**src/hdl/ocp_params.svh**
```systemverilog
// constants of the oscillator control and power mode block
// assumes a 32-bit classic wishbone slave, byte addresses
`ifndef OCP_PARAMS_SVH
`define OCP_PARAMS_SVH
// register byte offsets
`define OCP_RC_OFS      8'h00
`define OCP_HXT_OFS     8'h04
`define OCP_LXT_OFS     8'h08
`define OCP_SYS_OFS     8'h0c
`define OCP_STAT_OFS    8'h10
// field positions
`define OCP_EN_BIT      0
`define OCP_FLAG_BIT    1
`define OCP_RANGE_BIT   2
`define OCP_FSEL_LSB    2
`define OCP_CKS_LSB     5
`define OCP_FHS_BIT     3
`define OCP_FSS_BIT     2
`define OCP_HKEEP_BIT   1
`define OCP_LKEEP_BIT   0
`define OCP_PDF_BIT     0
`define OCP_TO_BIT      1
`define OCP_MODE_LSB    2
// reset values
`define OCP_RC_EN_RST   1'b1
`define OCP_CTRL_RST    1'b0
`define OCP_CKS_RST     3'h0
// codes
`define OCP_CKS_SLOW    3'h7
// default stabilisation count in cycles
`define OCP_STAB_CYC    64
`endif

```
**src/hdl/ocp_pkg.sv**
```systemverilog
// types of the oscillator control and power mode block
// assumes ocp_params.svh holds all numeric constants
package ocp_pkg;
   typedef enum logic [2:0] {
      MODE_FAST, MODE_SLOW, MODE_SLEEP, MODE_IDLE0, MODE_IDLE1, MODE_IDLE2
   } ocp_mode_type;
   typedef struct packed {
      logic internal_fast_rc;
      logic fast_crystal_osc;
      logic slow_crystal_osc;
      logic internal_slow_rc;
      logic sys_clk;
   } ocp_osc_run_type;
endpackage

```
**src/hdl/ocp_top.sv**
```systemverilog
// oscillator enables, stable flags, fast/slow switching and halt modes
// assumes a classic wishbone master and a cpu issuing halt/wake pulses
//
// Operation
// - rc frequency code 00/01/10/11 gives 8/12/16/8 MHz
// - new rc frequency applies only once rc stable flag is set
// - rc enable or frequency change clears rc flag, sets it when stable
// - rc enable bit gates rc oscillator and resets to one
// - crystal range bit: 0 up to 10 MHz, 1 above
// - range change ignored while crystal pins enabled and crystal on
// - crystal enable clears crystal flag, sets it when stable
// - slow crystal enable clears its flag, sets it when stable
// - unused bits read zero, flags read-only, registers reset zero except rc enable
// - select 111 in fast mode switches to slow source
// - slow source picked by low select bit, switch waits for stable
// - from slow, codes 000-110 give fast clock divided 1 to 64
// - fast clock restart after slow mode watched through stable flag
// - halt with both keep bits low enters sleep
// - halt with fast keep low, slow keep high enters idle0
// - halt with both keep bits high enters idle1
// - halt with fast keep high, slow keep low enters idle2
// - halt stops program, state is retained
// - halt sets power-down flag and clears timeout flag
// - halt clears watchdog counter, which then keeps counting
// - high select picks rc or crystal, low select slow rc or crystal
// - slow internal rc runs whenever watchdog is enabled
`timescale 1ns/100ps
`include "ocp_params.svh"
module ocp_top #(
   parameter int STAB_CYC = `OCP_STAB_CYC
) (
   input  wire logic                 CLOCK_IN,
   input  wire logic                 RESETN_IN,
   input  wire logic                 CE_IN,
   input  wire logic                 WB_CYC_IN,
   input  wire logic                 WB_STB_IN,
   input  wire logic                 WB_WE_IN,
   input  wire logic [7:0]           WB_ADR_IN,
   input  wire logic [3:0]           WB_SEL_IN,
   input  wire logic [31:0]          WB_DAT_IN,
   output logic      [31:0]          WB_DAT_OUT,
   output logic                      WB_ACK_OUT,
   input  wire logic                 HALT_IN,
   input  wire logic                 WAKE_IN,
   input  wire logic                 WDT_EN_IN,
   input  wire logic                 WDT_TIMEOUT_IN,
   input  wire logic                 CLR_WDT_IN,
   input  wire logic                 XTAL_PINS_EN_IN,
   output ocp_pkg::ocp_osc_run_type  OSC_RUN_OUT,
   output logic      [7:0]           INTERNAL_FAST_RC_MHZ_OUT,
   output logic      [2:0]           SYSCLK_DIV_OUT,
   output logic                      SYSCLK_SLOW_OUT,
   output logic                      CPU_STOP_OUT,
   output logic                      WDT_CLEAR_OUT,
   output logic                      POWER_DOWN_FLAG_OUT,
   output logic                      WDT_TIMEOUT_FLAG_OUT
);
   import ocp_pkg::*;

   // rc frequency code to MHz
   function automatic logic [7:0] rc_mhz(input logic [1:0] code);
      case (code)
         2'h1:    rc_mhz = 8'h0c;
         2'h2:    rc_mhz = 8'h10;
         default: rc_mhz = 8'h08;
      endcase
   endfunction

   // *****************************************
   // state
   // *****************************************
   logic              rc_en_ff, hxt_en_ff, lxt_en_ff, hxt_range_ff;
   logic [1:0]        rc_fsel_ff, rc_fapp_ff;
   logic [2:0]        cks_ff, div_ff;
   logic              fhs_ff, fss_ff, hkeep_ff, lkeep_ff;
   logic              pdf_ff, to_ff, wdt_clr_ff, ack_ff;
   logic [31:0]       rdata_ff;
   logic [2:0]        flag_ff;
   logic [15:0]       cnt_ff [3];
   ocp_mode_type      mode_ff, nxt_mode;
   ocp_osc_run_type   run_ff, nxt_run;

   // *****************************************
   // wishbone decode
   // *****************************************
   wire acc   = WB_CYC_IN && WB_STB_IN;
   wire wr    = CE_IN && acc && ack_ff && WB_WE_IN && WB_SEL_IN[0];
   wire wr_rc = wr && (WB_ADR_IN == `OCP_RC_OFS);
   wire wr_hx = wr && (WB_ADR_IN == `OCP_HXT_OFS);
   wire wr_lx = wr && (WB_ADR_IN == `OCP_LXT_OFS);
   wire wr_sy = wr && (WB_ADR_IN == `OCP_SYS_OFS);
   wire [7:0] d = WB_DAT_IN[7:0];
   wire [1:0] new_fsel = d[`OCP_FSEL_LSB +: 2];

   // stabilisation restart requests
   wire rst_rc = wr_rc && ((d[`OCP_EN_BIT] && !rc_en_ff)
                           || (new_fsel != rc_fsel_ff));
   wire rst_hx = wr_hx && d[`OCP_EN_BIT] && !hxt_en_ff;
   wire rst_lx = wr_lx && d[`OCP_EN_BIT] && !lxt_en_ff;
   wire [2:0] restart = {rst_lx, rst_hx, rst_rc};
   // range frozen while crystal pins and crystal are on
   wire range_lock = XTAL_PINS_EN_IN && hxt_en_ff;

   // readback of each register
   wire [7:0] rd_rc = {4'h0, rc_fsel_ff, flag_ff[0], rc_en_ff};
   wire [7:0] rd_hx = {5'h00, hxt_range_ff, flag_ff[1], hxt_en_ff};
   wire [7:0] rd_lx = {6'h00, flag_ff[2], lxt_en_ff};
   wire [7:0] rd_sy = {cks_ff, 1'b0, fhs_ff, fss_ff, hkeep_ff, lkeep_ff};
   wire [7:0] rd_st = {3'h0, mode_ff, to_ff, pdf_ff};
   // unmapped and upper bits read zero
   wire [7:0] rd_sel = (WB_ADR_IN == `OCP_RC_OFS)   ? rd_rc :
                       (WB_ADR_IN == `OCP_HXT_OFS)  ? rd_hx :
                       (WB_ADR_IN == `OCP_LXT_OFS)  ? rd_lx :
                       (WB_ADR_IN == `OCP_SYS_OFS)  ? rd_sy :
                       (WB_ADR_IN == `OCP_STAT_OFS) ? rd_st : 8'h00;

   // *****************************************
   // clock source status
   // *****************************************
   // selected fast source
   wire hs_stable = fhs_ff ? flag_ff[1] : flag_ff[0];
   wire hs_src_en = fhs_ff ? hxt_en_ff : rc_en_ff;
   // slow rc taken as always ready once running
   wire ls_stable = fss_ff ? flag_ff[2] : 1'b1;
   wire run_mode  = (mode_ff == MODE_FAST) || (mode_ff == MODE_SLOW);
   wire hs_off    = (mode_ff == MODE_SLEEP) || (mode_ff == MODE_IDLE0);
   wire ls_off    = (mode_ff == MODE_SLEEP) || (mode_ff == MODE_IDLE2);
   wire halt_go   = CE_IN && HALT_IN && run_mode;
   wire [2:0] osc_on = {nxt_run.slow_crystal_osc, nxt_run.fast_crystal_osc,
                        nxt_run.internal_fast_rc};

   // *****************************************
   // bus slave: one wait state, registered data
   // *****************************************
   always_ff @(posedge CLOCK_IN or negedge RESETN_IN) begin
      if (!RESETN_IN) begin
         ack_ff   <= 1'b0;
         rdata_ff <= 32'h0000_0000;
      end else if (CE_IN) begin
         ack_ff   <= acc && !ack_ff;
         rdata_ff <= {24'h00_0000, rd_sel};
      end
   end

   // *****************************************
   // control registers
   // *****************************************
   always_ff @(posedge CLOCK_IN or negedge RESETN_IN) begin
      if (!RESETN_IN) begin
         rc_en_ff     <= `OCP_RC_EN_RST;
         rc_fsel_ff   <= 2'h0;
         hxt_en_ff    <= `OCP_CTRL_RST;
         hxt_range_ff <= `OCP_CTRL_RST;
         lxt_en_ff    <= `OCP_CTRL_RST;
         cks_ff       <= `OCP_CKS_RST;
         fhs_ff       <= `OCP_CTRL_RST;
         fss_ff       <= `OCP_CTRL_RST;
         hkeep_ff     <= `OCP_CTRL_RST;
         lkeep_ff     <= `OCP_CTRL_RST;
      end else begin
         if (wr_rc) begin
            rc_en_ff   <= d[`OCP_EN_BIT];
            rc_fsel_ff <= new_fsel;
         end
         if (wr_hx) begin
            hxt_en_ff <= d[`OCP_EN_BIT];
            // range kept as written only while unlocked
            if (!range_lock)
               hxt_range_ff <= d[`OCP_RANGE_BIT];
         end
         if (wr_lx)
            lxt_en_ff <= d[`OCP_EN_BIT];
         if (wr_sy) begin
            cks_ff   <= d[`OCP_CKS_LSB +: 3];
            fhs_ff   <= d[`OCP_FHS_BIT];
            fss_ff   <= d[`OCP_FSS_BIT];
            hkeep_ff <= d[`OCP_HKEEP_BIT];
            lkeep_ff <= d[`OCP_LKEEP_BIT];
         end
      end
   end

   // *****************************************
   // stabilisation counters and stable flags
   // *****************************************
   // flag drops on restart or stop, rises after count
   always_ff @(posedge CLOCK_IN or negedge RESETN_IN) begin
      if (!RESETN_IN) begin
         flag_ff <= 3'h0;
         for (int i = 0; i < 3; i++) begin
            cnt_ff[i] <= 16'h0000;
         end
      end else if (CE_IN) begin
         for (int i = 0; i < 3; i++) begin
            if (!osc_on[i] || restart[i]) begin
               cnt_ff[i]  <= 16'h0000;
               flag_ff[i] <= 1'b0;
            end else if (cnt_ff[i] == 16'(STAB_CYC - 1)) begin
               flag_ff[i] <= 1'b1;
            end else begin
               cnt_ff[i] <= cnt_ff[i] + 16'h0001;
            end
         end
      end
   end

   // applied rc frequency follows selection once stable
   always_ff @(posedge CLOCK_IN or negedge RESETN_IN) begin
      if (!RESETN_IN)
         rc_fapp_ff <= 2'h0;
      else if (CE_IN && flag_ff[0])
         rc_fapp_ff <= rc_fsel_ff;
   end

   // *****************************************
   // operating mode
   // *****************************************
   always_comb begin
      nxt_mode = mode_ff;
      case (mode_ff)
         MODE_FAST: begin
            if (HALT_IN)
               nxt_mode = hkeep_ff ? (lkeep_ff ? MODE_IDLE1 : MODE_IDLE2)
                                   : (lkeep_ff ? MODE_IDLE0 : MODE_SLEEP);
            else if (cks_ff == `OCP_CKS_SLOW && ls_stable)
               nxt_mode = MODE_SLOW;
         end
         MODE_SLOW: begin
            if (HALT_IN)
               nxt_mode = hkeep_ff ? (lkeep_ff ? MODE_IDLE1 : MODE_IDLE2)
                                   : (lkeep_ff ? MODE_IDLE0 : MODE_SLEEP);
            else if (cks_ff != `OCP_CKS_SLOW && hs_stable)
               nxt_mode = MODE_FAST;
         end
         // halt entry decode above
         default: begin
            if (WAKE_IN)
               nxt_mode = (cks_ff == `OCP_CKS_SLOW) ? MODE_SLOW : MODE_FAST;
         end
      endcase
   end

   // oscillator run enables per mode
   always_comb begin
      nxt_run.internal_fast_rc = rc_en_ff && !hs_off;
      nxt_run.fast_crystal_osc = hxt_en_ff && !hs_off;
      nxt_run.slow_crystal_osc = lxt_en_ff && !ls_off;
      // watchdog keeps slow rc alive
      nxt_run.internal_slow_rc = (!fss_ff && !ls_off) || WDT_EN_IN;
      // cpu clock only in fast or slow
      nxt_run.sys_clk = run_mode && (mode_ff == MODE_SLOW || hs_src_en);
   end

   always_ff @(posedge CLOCK_IN or negedge RESETN_IN) begin
      if (!RESETN_IN) begin
         mode_ff <= MODE_FAST;
         run_ff  <= '0;
         div_ff  <= `OCP_CKS_RST;
      end else if (CE_IN) begin
         mode_ff <= nxt_mode;
         run_ff  <= nxt_run;
         if (nxt_mode == MODE_FAST)
            div_ff <= cks_ff; // divide by 2**code
      end
   end

   // *****************************************
   // halt side effects on status and watchdog
   // *****************************************
   // halt set wins over clear-watchdog, timeout set wins over halt
   always_ff @(posedge CLOCK_IN or negedge RESETN_IN) begin
      if (!RESETN_IN) begin
         pdf_ff     <= 1'b0;
         to_ff      <= 1'b0;
         wdt_clr_ff <= 1'b0;
      end else if (CE_IN) begin
         wdt_clr_ff <= HALT_IN && run_mode;
         if (halt_go)
            pdf_ff <= 1'b1;
         else if (CLR_WDT_IN)
            pdf_ff <= 1'b0;
         if (WDT_TIMEOUT_IN)
            to_ff <= 1'b1;
         else if (halt_go)
            to_ff <= 1'b0;
      end
   end

   // *****************************************
   // outputs
   // *****************************************
   assign WB_ACK_OUT           = ack_ff;
   assign WB_DAT_OUT           = rdata_ff;
   assign OSC_RUN_OUT          = run_ff;
   assign INTERNAL_FAST_RC_MHZ_OUT         = rc_mhz(rc_fapp_ff);
   assign SYSCLK_DIV_OUT       = div_ff;
   assign SYSCLK_SLOW_OUT      = (mode_ff == MODE_SLOW);
   assign CPU_STOP_OUT         = !run_mode;
   assign WDT_CLEAR_OUT        = wdt_clr_ff;
   assign POWER_DOWN_FLAG_OUT  = pdf_ff;
   assign WDT_TIMEOUT_FLAG_OUT = to_ff;
endmodule

```
**config.mk**
```make
export PLATFORM = sky130hd
export DESIGN_NAME = ocp_top
export DESIGN_NICKNAME = d
export VERILOG_FILES = /design/src/hdl/ocp_pkg.sv /design/src/hdl/ocp_top.sv
export VERILOG_INCLUDE_DIRS = /design/src /design/src/hdl
export SDC_FILE = /design/constraint.sdc
export NUM_CORES = 1
export LEC_CHECK = 0
export ABC_AREA = 0
export BUFFER_PORTS_ARGS = -buffer_cell sky130_fd_sc_hd__buf_2
export CORE_MARGIN = 2
export CORE_UTILIZATION = 40
export DETAILED_ROUTE_END_ITERATION = 8
export PLACE_DENSITY = 0.68
export SLEW_MARGIN = 30
export SYNTH_ARGS = -nofsm -noshare
export SYNTH_HDL_FRONTEND = slang
export SYNTH_SLANG_ARGS = --single-unit
export TNS_END_PERCENT = 10
```
**constraint.sdc**
```tcl
create_clock -name CLOCK_IN -period 4 [get_ports CLOCK_IN]
set_clock_uncertainty 0.05 [all_clocks]
set_input_delay 0.4 -clock CLOCK_IN [delete_from_list [all_inputs] [get_ports CLOCK_IN]]
set_output_delay 0.4 -clock CLOCK_IN [all_outputs]
set_load 0.03 [all_outputs]
```
==> results of run 1 <==
==> synthesized netlist by cell type (all sizes together), types with 2 or more instances <==
cell	instances
nand4	11
a21oi	17
nor3	14
a31oi	5
nand2b	2
inv	15
and4	2
buf	32
o211ai	9
o2bb2ai	3
a22oi	3
nand3	27
nor4	12
o22ai	2
o31ai	3
nand2	33
mux2	22
xor2	23
nor2b	5
and3	12
nor3b	3
ha	3
o31a	3
a22o	14
mux2i	3
or2	3
or4	2
and2	4
or3	2
nor2	61
xnor2	7
o21ai	23
dfrtp	88
clkbuf	11
==> worst paths after layout <==
check,startpoint,slack [ns],end,cells past startpoint
setup / recovery,mode_ff[2]$_DFFE_PN0P_,1.89,SYSCLK_SLOW_OUT,3
hold / removal,RESETN_IN,0.10,hxt_range_ff$_DFFE_PN0P_,1
setup reg to reg,cnt_ff[1]$_DFFE_PN0P_,2.01,cnt_ff[0]$_DFFE_PN0P_,6
hold reg to reg,WB_DAT_OUT[3]$_DFFE_PN0P_,0.45,WB_DAT_OUT[3]$_DFFE_PN0P_,1
max in group asynchronous,RESETN_IN,2.88,rc_en_ff$_DFFE_PN1P_,2
min in group CLOCK_IN,WB_DAT_IN[1],0.22,hkeep_ff$_DFFE_PN0P_,3
==> power breakdown <==
part	internal (W)	total [W]	switching (W)
registers	0.000915	0.000934	0.0000188
clock network	0.000437	0.000777	0.000341
logic	0.0000487	0.000198	0.000149
total	0.00140	0.00191	0.000509
==> per-stage QoR <==
| step | utilization (%) | instance area (um2) |
|---|---|---|
| after floorplan | - | 4900 |
| after global placement | 43.0 | 5100 |
| after detailed placement | 43.0 | 5100 |
| after CTS | 45.3 | 5370 |
| after global routing | 45.3 | 5370 |
| final | 45.3 | 5370 |
==> state kept, by name, summed over array words and instances, names as in the netlist, 2 cells and up <==
signal	count
OSC_RUN_OUT	5
SYSCLK_DIV_OUT	3
WB_DAT_OUT	8
cks_ff	3
cnt_ff	48
flag_ff	3
mode_ff	3
rc_fapp_ff	2
rc_fsel_ff	2
==> cells by family after synthesis <==
group,after synthesis
adder cells (fa/ha/maj),3
XOR/XNOR,30
buffers and inverters,58
multiplexers,25
flip-flops,89
other,1
AO/OA/AOI/OAI,90
AND/OR/NAND/NOR,198
==> layout by cell type, fill, tap and decap left out, drive strengths merged, types with 2 or more instances in the layout <==
cell type / instances
and3: 12
or4: 2
a21oi: 17
o31a: 3
nand3: 27
o211ai: 9
a22o: 14
nor2b: 5
xor2: 23
a31oi: 5
nor4: 12
nor2: 61
nor3b: 3
o2bb2ai: 3
or2: 3
conb: 29
nand2b: 2
nor3: 14
dfrtp: 88
nand2: 33
o21ai: 23
and2: 4
a22oi: 3
clkinv: 2
or3: 2
clkbuf: 13
nand4: 11
ha: 3
xnor2: 7
mux2i: 3
and4: 2
mux2: 22
o22ai: 2
inv: 15
buf: 55
o31ai: 3
==> worst max-delay path, cell delays in order (launching register included) <==
cell and delay [ns]:
dfrtp_1 0.45, nor2_1 0.46, and2_1 0.20, buf_2 0.20
==> layer usage <==
layer	global-route usage, %	routed length, um	vias up
li1	-	-	1816
met1	24.5	4810	1856
met2	27.3	5120	128
met3	6.00	804	10
met4	4.80	132	0
met5	0	0	-
==> cell type report <==
class / count / area, um2 / area share (%)
clock buffer: 13 / 250 / 4.66
clock inverter: 3 / 17.5 / 0.326
inverter: 15 / 56.3 / 1.05
multi-input combinational: 375 / 2350 / 43.8
sequential: 89 / 2230 / 41.5
tap: 147 / 184 / 3.42
timing repair buffer: 55 / 285 / 5.31
==> results_dict.tcl, run 1 <==
set metrics [dict create \
    finalCriticalPeriod_ns 2.11 \
    synth.avg_cell_area_um2 9.71 \
    netlist_area_um2 4800 \
    yosys_register_bits 89 \
    drv_cap 0 \
    crit_fanout 9 \
    gp_congestion 0.891 \
    clkLatencyLatePin_ns 0.35 \
    muxShareOfSynthArea_pct 5.79 \
    synth_edf_count 0 \
    grt_pass1_wl_um 18200 \
    final-instance-count-excl-fill 697 \
    min_path_type "input pin to asynchronous set/reset pin" \
    num_rows 40 \
    die_w_um 114 \
    num_antenna_cells 0 \
    path_class "register to output pin" \
    ys_seq_area_share_pct 46.4 \
    p_total_w 0.00191 \
    routed-via-count 3810 \
    hold_viol 0 \
    yosys-top-cells-area "dfrtp_1 46%, mux2_2 5.2%, buf_4 4.5%" \
    dr.pass1.iters 5 \
    cts_num_sinks 89 \
    synthFlopType "dfrtp_1" \
    antenna_found_initial 0 \
    yosysWarnings 0 \
    cts-hold-fix-buffers 0 \
    dp_hpwl_um 7900 \
    numCtsBuffers 9 \
    drive_gt1_share_pct 19.6 \
    synthXorXnorAreaFrac_pct 5.48 \
    synth_compound_area_share_pct 12.9 \
    postSynthCellCount 494 \
    grt_pass1_vias 3626 \
    grt_overflow 0 \
    peakVddDrop_mv 0.403 \
    drc 0 \
    synthArstFlopShare_pct 100 \
    wl_per_cell_um 15.6 \
    outcome "complete, no violations" \
    critPathRequiredTime_ns 3.55 \
    fmax_mhz 474 \
    rsz0062_at_grt "false" \
    worst_slack_ns 1.89 \
    endpoint_kind "output pin" \
    ys_types 60 \
    chipHeight_um 114 \
    cts_root_buffer "clkbuf_16" \
    place_ws_ns 1.67 \
    htreeDepth 3 \
    drtAntennaViolNets 0 \
    vias_per_cell 5.47 \
    clkTransAtPathRegs_ns 0.07 \
    worst_setup_path_start_kind "register" \
    yosys.area.top_type "dfrtp_1" \
    hold_ws_ns 0.103 \
    grt_max_degree 65 \
    crit_arrival_ns 1.66 \
    worstMarginPinSlew_ns 0.831 \
    die_area_um2 12900 \
    tns_ns 0 \
    postCtsSetupRepairBufs 0 \
    period_share_pct 52.7 \
    powerDensity_nw_per_um2 355 \
    place_inst 681 \
    netlist.area_leader.share_pct 45.9 \
    core_um2 11900 \
    grtUsageTotal_pct 17.9 \
    synth-simple-area-share_pct 21.7 \
    synth-adder-area-share_pct 0.782 \
    drt-initial-drc-count 206 \
    fin_nets 604 \
    cts_buffer_depth 2 \
    area_growth_pct 12.0 \
    power_leakage_nw 2.53 \
    synth_top_family_by_area "simple AND/OR/NAND/NOR gates" \
    ios 110 \
    cts_tree "done" \
    wirelength_um 10900 \
    relSlewSlack_pct 44.6 \
    initial_core_util_pct 40.5 \
    setup_viol 0 \
    ctsResizeCount 0 \
    numPortBuffers 52 \
    num-fill-cells 1154 \
    slew_violations 0 \
]
Power figures use the tool's default switching activity.
==> inputs of run 2 (changes only) <==
Settings changed: PLACE_DENSITY 0.68 to 0.71.
Clock period 4 ns to 1.8 ns, I/O delays scaled along.
==> run 2 against run 1 <==
Sequential share of layout area is 3.9 points lower. Highest routed layer unchanged. Critical endpoint is now cnt_ff[45]$_DFFE_PN0P_. Utilization increased by 4.8 points. Cell area rose by 11%.
==> results_dict.tcl, run 2 (synthesis gave the netlist of run 1 again) <==
set metrics [dict create \
    outcome "complete, no violations" \
    antenna_found_initial 0 \
    cts_tree "done" \
    peakVddDrop_mv 0.530 \
    cts_buffer_depth 2 \
    grt_pass1_vias 4034 \
    drc 0 \
    drt-initial-drc-count 194 \
    critPathBufInv 3 \
    endpoint_kind "register" \
    final_common_cell "dfrtp_1" \
    vias_per_cell 5.30 \
    clkTransAtPathRegs_ns 0.07 \
    worstPathCellList "xor2_1 -> nor3_2 -> buf_4 -> o31ai_4 -> buf_6 -> buf_6 -> o31a_1 -> a31oi_1" \
    path_class "register to register" \
    worst_setup_path_start_kind "register" \
    crit_fanout 6 \
    fin_nets 656 \
    r2r-end "cnt_ff[45]$_DFFE_PN0P_" \
    largest-register "cnt_ff" \
    setup_viol 0 \
    cts_root_buffer "clkbuf_16" \
    crit_family "compound AO/OA/AOI/OAI gates" \
    slew_violations 0 \
    routed-via-count 3966 \
    crit_arrival_ns 1.97 \
    cts_num_sinks 89 \
    rrSetupSlack_ns 0.05 \
    crit_slowest_cell "dfrtp_1" \
    cp.depth 8 \
    period_share_pct 97.5 \
    numCtsBuffers 9 \
    min_path_type "input pin to register" \
    wirelength_um 11400 \
    layout_common_cells "87 x dfrtp_1, 56 x nor2_1, 51 x buf_2" \
    clkLatencyLatePin_ns 0.35 \
    relSlewSlack_pct 60.6 \
    die_w_um 114 \
    startpoint "rc_fsel_ff[1]$_DFFE_PN0P_" \
    rsz0062_at_grt "true" \
    num-fill-cells 1080 \
    reg2reg_from "rc_fsel_ff[1]$_DFFE_PN0P_" \
    num_rows 40 \
    worstMarginPinSlew_ns 0.591 \
    ios 110 \
    max_stage_delay_ns 0.39 \
    finalCriticalPeriod_ns 1.75 \
    worst_slack_ns 0.0453 \
    grtUsageTotal_pct 18.4 \
    grt_max_degree 52 \
    initial_core_util_pct 40.5 \
    cp-endpoint "cnt_ff[45]$_DFFE_PN0P_" \
    r2r_cells 8 \
    grt_overflow 0 \
    dp_hpwl_um 8420 \
    largest_register_ffs 48 \
    drive_gt1_share_pct 28.6 \
    num_antenna_cells 0 \
    numPortBuffers 52 \
    power_leakage_nw 2.85 \
    die_area_um2 12900 \
    fmax_mhz 570 \
    wl_per_cell_um 15.2 \
    hold_viol 0 \
    area_growth_pct 23.8 \
    drv_cap 0 \
    grt_pass1_wl_um 19100 \
    chipHeight_um 114 \
    place_inst 729 \
    critPathRequiredTime_ns 2.01 \
    crit_path_frequent_cell "buf_6" \
    final-instance-count-excl-fill 749 \
    powerDensity_nw_per_um2 775 \
    drtAntennaViolNets 0 \
    dr.pass1.iters 4 \
    gp_congestion 0.867 \
    htreeDepth 3 \
    core_um2 11900 \
    place_ws_ns -0.107 \
]
==> run 2: changes by cell type in the layout (fill, tap and decap cells not counted), moves of 2 or more <==
| cell | delta |
|---|---|
| bufinv_16 | +2 |
| ha_1 | -2 |
| nor3_1 | -2 |
| dlygate4sd3_1 | +2 |
| buf_12 | +3 |
| nor2_1 | -2 |
| buf_4 | +45 |
| nor3_2 | +2 |
| buf_6 | +2 |
| clkbuf_1 | -2 |
==> run 2: worst min-delay path by stage <==
| stage | end | slack [ns] | from | depth (start not counted) |
|---|---|---|---|---|
| 4_1_cts | cks_ff[2]$_DFFE_PN0P_ | 0.007 | WB_DAT_IN[7] | 2 |
| 2_1_floorplan | OSC_RUN_OUT[0]$_DFFE_PN0P_ | -0.17 | RESETN_IN | 0 |
| 3_5_place_dp | lkeep_ff$_DFFE_PN0P_ | 0.15 | RESETN_IN | 1 |
| 5_1_grt | cks_ff[1]$_DFFE_PN0P_ | 0.01 | WB_DAT_IN[6] | 2 |
| 3_3_place_gp | lkeep_ff$_DFFE_PN0P_ | 0.14 | RESETN_IN | 1 |
| 6_report | cks_ff[2]$_DFFE_PN0P_ | 0.02 | WB_DAT_IN[7] | 2 |
==> run 2: layout make-up <==
class | count | area (um2) | share of cell area, %
Sequential cell | 89 | 2230 | 37.5
Clock buffer | 11 | 243 | 4.09
Multi-Input combinational cell | 375 | 2420 | 40.8
Tap cell | 147 | 184 | 3.10
Timing Repair Buffer | 107 | 726 | 12.2
Inverter | 15 | 56.3 | 0.948
Clock inverter | 5 | 78.8 | 1.33
==> run 2: repair_timing <==
action,CTS,global route
setup endpoints to repair,17,29
resized for setup,5,13
hold buffers,2,0
cloned,0,0
pin swaps,1,4
endpoints found under the hold margin,37,0
buffers inserted,2,0
==> run 2: worst reg2reg max path: stages (launching register included) <==
cell     delay [ns]
dfrtp_1        0.39
xor2_1         0.15
nor3_2         0.19
buf_4          0.15
o31ai_4        0.07
buf_6          0.14
buf_6          0.12
o31a_1         0.26
a31oi_1        0.16
==> run 2: per-stage QoR <==
step	setup TNS, ns	total power, W	area [um2]	util, %	hold slack, ns
3_5_place_dp	-0.963	0.00261	5500	46.4	0.148
2_1_floorplan	0	0.00244	4900	-	-0.166
6_report	0	0.00461	5940	50.1	0.0190
5_1_grt	-0.159	0.00479	5940	50.1	0.0144
4_1_cts	0	0.00465	5870	49.5	0.00700
3_3_place_gp	-0.310	0.00260	5500	46.4	0.144
==> run 2: power by group <==
part           leakage (nW)  total, W  switching, W  internal (W)
registers              1.22   0.00207     0.0000318       0.00203
logic                  1.47  0.000520      0.000356      0.000163
clock network         0.159   0.00202      0.000769       0.00125
total                  2.85   0.00461       0.00116       0.00345
==> run 2: layer usage <==
metal | global-route usage, % | vias up | share of wire, %
met5 | 0 | - | 0
met4 | 7.32 | 0 | 2.0
met3 | 4.20 | 19 | 4.5
met2 | 29.8 | 96 | 49
met1 | 24.0 | 1937 | 45
li1 | - | 1914 | -
